[src/design/incdec_consts.vh]
// Constants for the increment, decrement, branch and OR execution block
`ifndef INCDEC_CONSTS_VH
`define INCDEC_CONSTS_VH

// Instruction field positions in the 14-bit instruction word
`define OPC_HI 13
`define OPC6_LO 8
`define OPC3_LO 11
`define DEST_BIT 7
`define FADDR_HI 6
`define LIT8_HI 7
`define LIT11_HI 10

// Six-bit opcodes of the byte-oriented file group
`define OP_DEC_SKIP 6'h0B
`define OP_INC_SKIP 6'h0F
`define OP_INC_FILE 6'h0A
`define OP_OR_FILE 6'h04
// Literal opcodes
`define OP_OR_LIT 6'h38
`define OP3_BRANCH 3'h5

// Page latch bits that feed the upper program counter
`define PAGE_HI 4
`define PAGE_LO 3

// Reset values and the increment/decrement step
`define ZERO8 8'h00
`define ZERO7 7'h00
`define ZERO13 13'h0000
`define ONE8 8'h01

`endif

[src/design/incdec_exec.v]
// Execution unit for increment, decrement, skip, branch and OR instructions
`timescale 1ns/1ns
`default_nettype none
`include "incdec_consts.vh"

module incdec_exec #(
    parameter DATA_W = 8,
    parameter PC_W = 13
) (
    // Clock and reset
    input wire i_sys_clk,
    input wire i_nrst,
    // Instruction issue
    input wire i_valid,
    input wire [13:0] i_instr,
    // Operands from the core
    input wire [DATA_W-1:0] i_w,
    input wire [DATA_W-1:0] i_file_data,
    input wire [DATA_W-1:0] i_page_latch,
    // Results
    output wire o_w_we,
    output wire [DATA_W-1:0] o_w_data,
    output wire o_file_we,
    output wire [6:0] o_file_addr,
    output wire [DATA_W-1:0] o_file_data,
    output wire o_z_we,
    output wire o_z,
    // Control flow
    output wire o_pc_load,
    output wire [PC_W-1:0] o_pc,
    output wire o_flush,
    output wire o_busy
);

    // ==========================================================
    // Reset synchroniser
    reg rst_meta_q;
    reg rst_n_q;
    always @(posedge i_sys_clk or negedge i_nrst)
    begin
        if (!i_nrst)
        begin
            rst_meta_q <= 1'b0;
            rst_n_q <= 1'b0;
        end
        else
        begin
            rst_meta_q <= 1'b1;
            rst_n_q <= rst_meta_q;
        end
    end

    // ==========================================================
    // Decode
    function is_zero;
        input [DATA_W-1:0] v;
        begin
            is_zero = (v == {DATA_W{1'b0}});
        end
    endfunction

    wire [5:0] op6 = i_instr[`OPC_HI:`OPC6_LO];
    wire [2:0] op3 = i_instr[`OPC_HI:`OPC3_LO];
    wire dest_f = i_instr[`DEST_BIT];
    wire [6:0] faddr = i_instr[`FADDR_HI:0];
    wire [7:0] lit8 = i_instr[`LIT8_HI:0];
    wire [10:0] lit11 = i_instr[`LIT11_HI:0];
    // Two-cycle sequencer states
    localparam ST_ISSUE = 1'b0;
    localparam ST_SECOND = 1'b1;
    reg state_q;
    reg state_d;
    // Second cycle of a two-cycle instruction executes nothing
    wire issue = i_valid && (state_q == ST_ISSUE);

    reg [DATA_W-1:0] res;
    reg wr_res;
    reg dst_f;
    reg z_upd;
    reg skip;
    reg branch;
    always @*
    begin
        res = `ZERO8;
        wr_res = 1'b0;
        dst_f = dest_f;
        z_upd = 1'b0;
        skip = 1'b0;
        branch = 1'b0;
        if (issue)
        begin
            if (op3 == `OP3_BRANCH)
            begin
                branch = 1'b1;
            end
            else
            begin
                case (op6)
                    `OP_DEC_SKIP:
                    begin
                        res = i_file_data - `ONE8;
                        wr_res = 1'b1;
                        skip = is_zero(res);
                    end
                    `OP_INC_SKIP:
                    begin
                        res = i_file_data + `ONE8;
                        wr_res = 1'b1;
                        skip = is_zero(res);
                    end
                    `OP_INC_FILE:
                    begin
                        res = i_file_data + `ONE8;
                        wr_res = 1'b1;
                        z_upd = 1'b1;
                    end
                    `OP_OR_FILE:
                    begin
                        res = i_w | i_file_data;
                        wr_res = 1'b1;
                        z_upd = 1'b1;
                    end
                    `OP_OR_LIT:
                    begin
                        res = i_w | lit8;
                        wr_res = 1'b1;
                        dst_f = 1'b0;
                        z_upd = 1'b1;
                    end
                    default:
                    begin
                        wr_res = 1'b0;
                    end
                endcase
            end
        end
    end

    // ==========================================================
    // Two-cycle sequencer
    always @*
    begin
        state_d = ST_ISSUE;
        case (state_q)
            ST_ISSUE:
            begin
                if (skip || branch)
                begin
                    state_d = ST_SECOND;
                end
            end
            ST_SECOND:
            begin
                state_d = ST_ISSUE;
            end
            default:
            begin
                state_d = ST_ISSUE;
            end
        endcase
    end

    always @(posedge i_sys_clk or negedge rst_n_q)
    begin
        if (!rst_n_q)
        begin
            state_q <= ST_ISSUE;
        end
        else
        begin
            state_q <= state_d;
        end
    end

    // ==========================================================
    // Result registers
    reg w_we_q;
    reg [DATA_W-1:0] w_data_q;
    reg file_we_q;
    reg [6:0] file_addr_q;
    reg [DATA_W-1:0] file_data_q;
    reg z_we_q;
    reg z_q;
    reg pc_load_q;
    reg [PC_W-1:0] pc_q;
    reg flush_q;
    always @(posedge i_sys_clk or negedge rst_n_q)
    begin
        if (!rst_n_q)
        begin
            w_we_q <= 1'b0;
            w_data_q <= `ZERO8;
            file_we_q <= 1'b0;
            file_addr_q <= `ZERO7;
            file_data_q <= `ZERO8;
            z_we_q <= 1'b0;
            z_q <= 1'b0;
            pc_load_q <= 1'b0;
            pc_q <= `ZERO13;
            flush_q <= 1'b0;
        end
        else
        begin
            w_we_q <= wr_res && !dst_f;
            w_data_q <= res;
            file_we_q <= wr_res && dst_f;
            file_addr_q <= faddr;
            file_data_q <= res;
            z_we_q <= z_upd;
            z_q <= is_zero(res);
            pc_load_q <= branch;
            if (branch)
            begin
                pc_q <= {i_page_latch[`PAGE_HI:`PAGE_LO], lit11};
            end
            flush_q <= skip || branch;
        end
    end

    // ==========================================================
    // Outputs straight from the registers
    assign o_w_we = w_we_q;
    assign o_w_data = w_data_q;
    assign o_file_we = file_we_q;
    assign o_file_addr = file_addr_q;
    assign o_file_data = file_data_q;
    assign o_z_we = z_we_q;
    assign o_z = z_q;
    assign o_pc_load = pc_load_q;
    assign o_pc = pc_q;
    assign o_flush = flush_q;
    assign o_busy = state_q;

endmodule // incdec_exec
`default_nettype wire

[config.mk]
export PLATFORM = sky130hd
export DESIGN_NAME = incdec_exec
export DESIGN_NICKNAME = d
export VERILOG_FILES = /design/src/design/incdec_exec.v
export VERILOG_INCLUDE_DIRS = /design/src /design/src/design
export SDC_FILE = /design/constraint.sdc
export NUM_CORES = 1
export LEC_CHECK = 0
export BUFFER_PORTS_ARGS = -buffer_cell sky130_fd_sc_hd__buf_2
export CAP_MARGIN = 20
export CORE_UTILIZATION = 49
export DETAILED_ROUTE_END_ITERATION = 8
export HOLD_SLACK_MARGIN = 0.15
export PLACE_DENSITY = 0.8
export SLEW_MARGIN = 25
export SYNTH_ARGS = -nofsm -noshare
export SYNTH_HDL_FRONTEND = slang
export SYNTH_SLANG_ARGS = --single-unit
export TNS_END_PERCENT = 10
[constraint.sdc]
create_clock -name i_sys_clk -period 1.8 [get_ports i_sys_clk]
set_clock_uncertainty 0.15 [all_clocks]
set_input_delay 0.54 -clock i_sys_clk [delete_from_list [all_inputs] [get_ports i_sys_clk]]
set_output_delay 0.54 -clock i_sys_clk [all_outputs]
set_load 0.02 [all_outputs]
==> run_results.csv <==
group,metric,value,unit
synthesis,postSynthAreaPerCell,10.1,um^2
placed_design,gp_routability_congestion,0.947,
power_and_ir_drop,power_density,707,nW/um^2
synthesis,yosys-top-cells-area,"sky130_fd_sc_hd__dfrtp_1 42%, sky130_fd_sc_hd__mux2_2 6.6%, sky130_fd_sc_hd__nor2_1 3.7%",
critical_path,critPathBufInv,1,
critical_path,cp_slowest_cell,"sky130_fd_sc_hd__nor4b_4",
cells_and_area,final_core_util,82.1,%
floorplanning,top_level_ports,84,
cells_and_area,ant_diodes,0,
min_path,hold_class,"flip-flop to flip-flop",
placed_design,postPlaceCellArea,2960,um^2
global_route,groute.usage.overall,29.6,%
clock_tree,tritoncts_num_sinks,37,
global_route,globalRoute.totalOverflow,0,
critical_path,crit_required,1.87,ns
clock_tree,clk-insertion-delay-late,0.30,ns
route,detail_route.wirelength,7.89,mm
synthesis,sequential_share_of_the_synthesized_area,42.0,%
synthesis,synth_warnings,0,
route,vias,2399,
clock_tree,cts_tree,"built",
timing,final_period_minus_worst_setup_slack,1.97,ns
critical_path,dominant_delay_contributor_by_cell_family_on_the_critical_path,"simple AND/OR/NAND/NOR gates",
min_path,hold_path_depth,0,
outcome,outcome,"finished, violations left",
timing,timing_hold_violations_final,0,
critical_path,worst_ep_arrival_time,2.03,ns
global_route,grt_pass1_vias,2372,
critical_path,cp-start-kind,"input port",
outcome,violations,"setup timing",
synthesis,synthDistinctLibCells,57,
synthesis,synth_largest_type_area_fraction,42.0,%
cells_and_area,synth_to_layout_area_growth,62.1,%
timing,rsz_0062_raised_after_global_routing,"true",
cells_and_area,finalNetCount,399,
route,routed_via_density,5.89,
flow_run,max-cap-violations,0,
critical_path,cp.depth,7,
timing,timing.final.crit_share,109,%
timing,worst_slack,-0.166,ns
route,route.detailed.drc,0,
timing,peak_freq,509,MHz
critical_path,timing.critical_path.cells,"buf_8 > and4b_2 > o21ai_4 > a31oi_1 > nor4b_4 > nand4_1 > o21bai_1",
placed_design,detailedPlacementHpwl,4.56,mm
clock_tree,clock_tree.root_cell,"sky130_fd_sc_hd__clkbuf_8",
floorplanning,core_area,4350,um^2
synthesis,synth.most_common_cell,"sky130_fd_sc_hd__dfrtp_1",
synthesis,synth-async-reset-ratio,100,%
global_route,number_of_antenna_violations_at_the_first_check_in_global_routing,0,
power_and_ir_drop,static-leakage-power,1.71,nW
synthesis,synth.cell_area,2210,um^2
floorplanning,initial_core_util,50.7,%
power_and_ir_drop,vdd_drop_max,989,uV
critical_path,critPathMaxStageDelay,0.35,ns
global_route,grt_max_degree,36,
timing,setup_viol_count_final,12,
floorplanning,dieHeight,69.1,um
critical_path,path_class,"input port to flip-flop",
clock_tree,numCtsBuffers,5,
critical_path,worstSetupEndpointType,"flip-flop",
cells_and_area,final_layout_size_suffix_gt1_share,62.5,%
cells_and_area,postLayoutCellArea,3570,um^2
synthesis,synth_cells,219,
route,drt_first_iter_violations,221,
synthesis,postSynth.topFlopCell,"sky130_fd_sc_hd__dfrtp_1",
route,route.antenna.remaining_nets,0,
floorplanning,die-area,4770,um^2
clock_tree,ctsLongestPathBuffers,2,
floorplanning,rows,24,
synthesis,cell_taking_the_most_area_after_synthesis,"sky130_fd_sc_hd__dfrtp_1",
floorplanning,die_w,69.1,um
timing,final_count_of_pins_violating_max_slew,0,
critical_path,reg2regPathDepth,5,
route,drt-pass1-iter-count,4,
global_route,global_route_wire_length_before_repair,11.2,mm
clock_tree,htreeDepth,2,
synthesis,mappedNetlistNets,264,
synthesis,synth-seq-cells,37,
critical_path,worst-path-max-fanout,5,
clock_tree,clk_pin_slew_worst_paths,0.08,ns
synthesis,yosys-top-cells-count,"37 x sky130_fd_sc_hd__dfrtp_1, 22 x sky130_fd_sc_hd__nor2_1, 13 x sky130_fd_sc_hd__mux2_2, 13 x sky130_fd_sc_hd__nand2_1, 9 x sky130_fd_sc_hd__buf_4",
synthesis,number_of_flops_mapped_to_enable_cells_by_yosys,0,
placed_design,portBuffers,77,
route,avgRoutedWirePerCell,19.4,um
-- worst register-to-register path: stages (launching register included) --
cell	delay [ns]
sky130_fd_sc_hd__dfrtp_1	0.38
sky130_fd_sc_hd__or2b_1	0.27
sky130_fd_sc_hd__nand2b_1	0.27
sky130_fd_sc_hd__a21o_1	0.25
sky130_fd_sc_hd__buf_4	0.16
sky130_fd_sc_hd__nor2_1	0.12
-- cell usage in the layout (no fill, tap or decap), drive strengths merged, types with 3 or more instances in the layout --
cell type	synthesis	layout
nand4	4	4
nand3b	4	4
nor2b	3	3
and2	3	3
a21oi	6	6
o21ai	7	7
ha	4	4
o221ai	3	3
nor4b	3	3
xnor2	6	6
clkbuf	4	6
mux2	13	13
a221oi	3	3
a31oi	6	6
buf	20	149
nand2	13	13
nor2	22	22
nor3	5	5
inv	7	8
dfrtp	37	37
nand3	7	7
a211oi	3	3
-- final cells by class --
cell class,count,area [um^2]
Tap cell,52,65.1
Timing Repair Buffer,152,1040
Inverter,7,26.3
Sequential cell,37,926
Clock buffer,5,68.8
Multi-Input combinational cell,151,1380
Clock inverter,3,68.8
Fill cell,233,779
-- stage by stage --
| step | total power [mW] | cells | setup slack, ns | hold WS (ns) | setup TNS (ns) |
|---|---|---|---|---|---|
| after global routing | 2.61 | 407 | -0.198 | 0.209 | -1.26 |
| after detailed placement | 1.52 | 387 | -0.509 | 0.133 | -6.97 |
| after global placement | 1.50 | 387 | -0.471 | 0.124 | -5.90 |
| after CTS | 2.44 | 401 | -0.0626 | 0.205 | -0.150 |
| after floorplan | 1.28 | 219 | -0.339 | 0.0944 | -4.50 |
| final | 2.53 | 407 | -0.166 | 0.203 | -0.705 |
-- state kept, by name, summed over array words and instances, names as in the netlist --
register     flops
o_z              1
o_w_data         8
rst_meta_q       1
o_w_we           1
o_flush          1
o_file_addr      7
o_pc            13
o_busy           1
o_file_we        1
o_pc_load        1
rst_n_q          1
o_z_we           1
-- per-layer routing --
layer	routed length [um]	part of all wire (%)	vias up	track usage (%)
met1	2900	37	1145	31.5
met5	0	0	-	0
li1	-	-	1047	-
met4	423	5.4	0	13.8
met2	3890	49	155	52.6
met3	677	8.6	52	9.50
-- path summary, 6_finish.rpt --
check | to | start | slack [ns]
hold reg to reg | rst_n_q$_DFF_PN0_ | rst_meta_q$_DFF_PN0_ | 0.20
max in group asynchronous | o_file_addr[2]$_DFF_PN0_ | rst_n_q$_DFF_PN0_ | 0.52
hold / removal | rst_n_q$_DFF_PN0_ | rst_meta_q$_DFF_PN0_ | 0.20
setup / recovery | o_z$_DFF_PN0_ | i_instr[13] | -0.17
setup reg to reg | o_w_data[7]$_DFF_PN0_ | o_busy$_DFF_PN0_ | 0.14
min in group asynchronous | rst_n_q$_DFF_PN0_ | i_nrst | 0.39
-- report_power, final --
group	internal (mW)	leakage [nW]	total, mW	switching (mW)
Sequential	0.911	0.465	0.954	0.0425
Combinational	0.312	1.18	0.687	0.376
Clock	0.558	0.0687	0.885	0.327
-- logic make-up (layout without fill, tap and decap cells) --
kind of cell,Yosys count,in the layout,share of synthesized area [%]
simple gates,81,81,21.0
other cells,1,1,0.170
flops,37,37,42.0
buf+inv,31,167,9.76
xor+xnor,7,7,2.78
compound gates,45,45,15.4
mux,13,13,6.64
fa+ha+maj,4,4,2.27
-- repair_timing --
item,4_1_cts,5_1_grt
endpoints found under the hold margin,16,0
gates resized for setup,44,34
endpoints found under the setup margin,13,13
pin swaps,25,13
buffers inserted,5,6
hold buffers,2,0
Note: power is estimated with default switching activity, not from simulation.
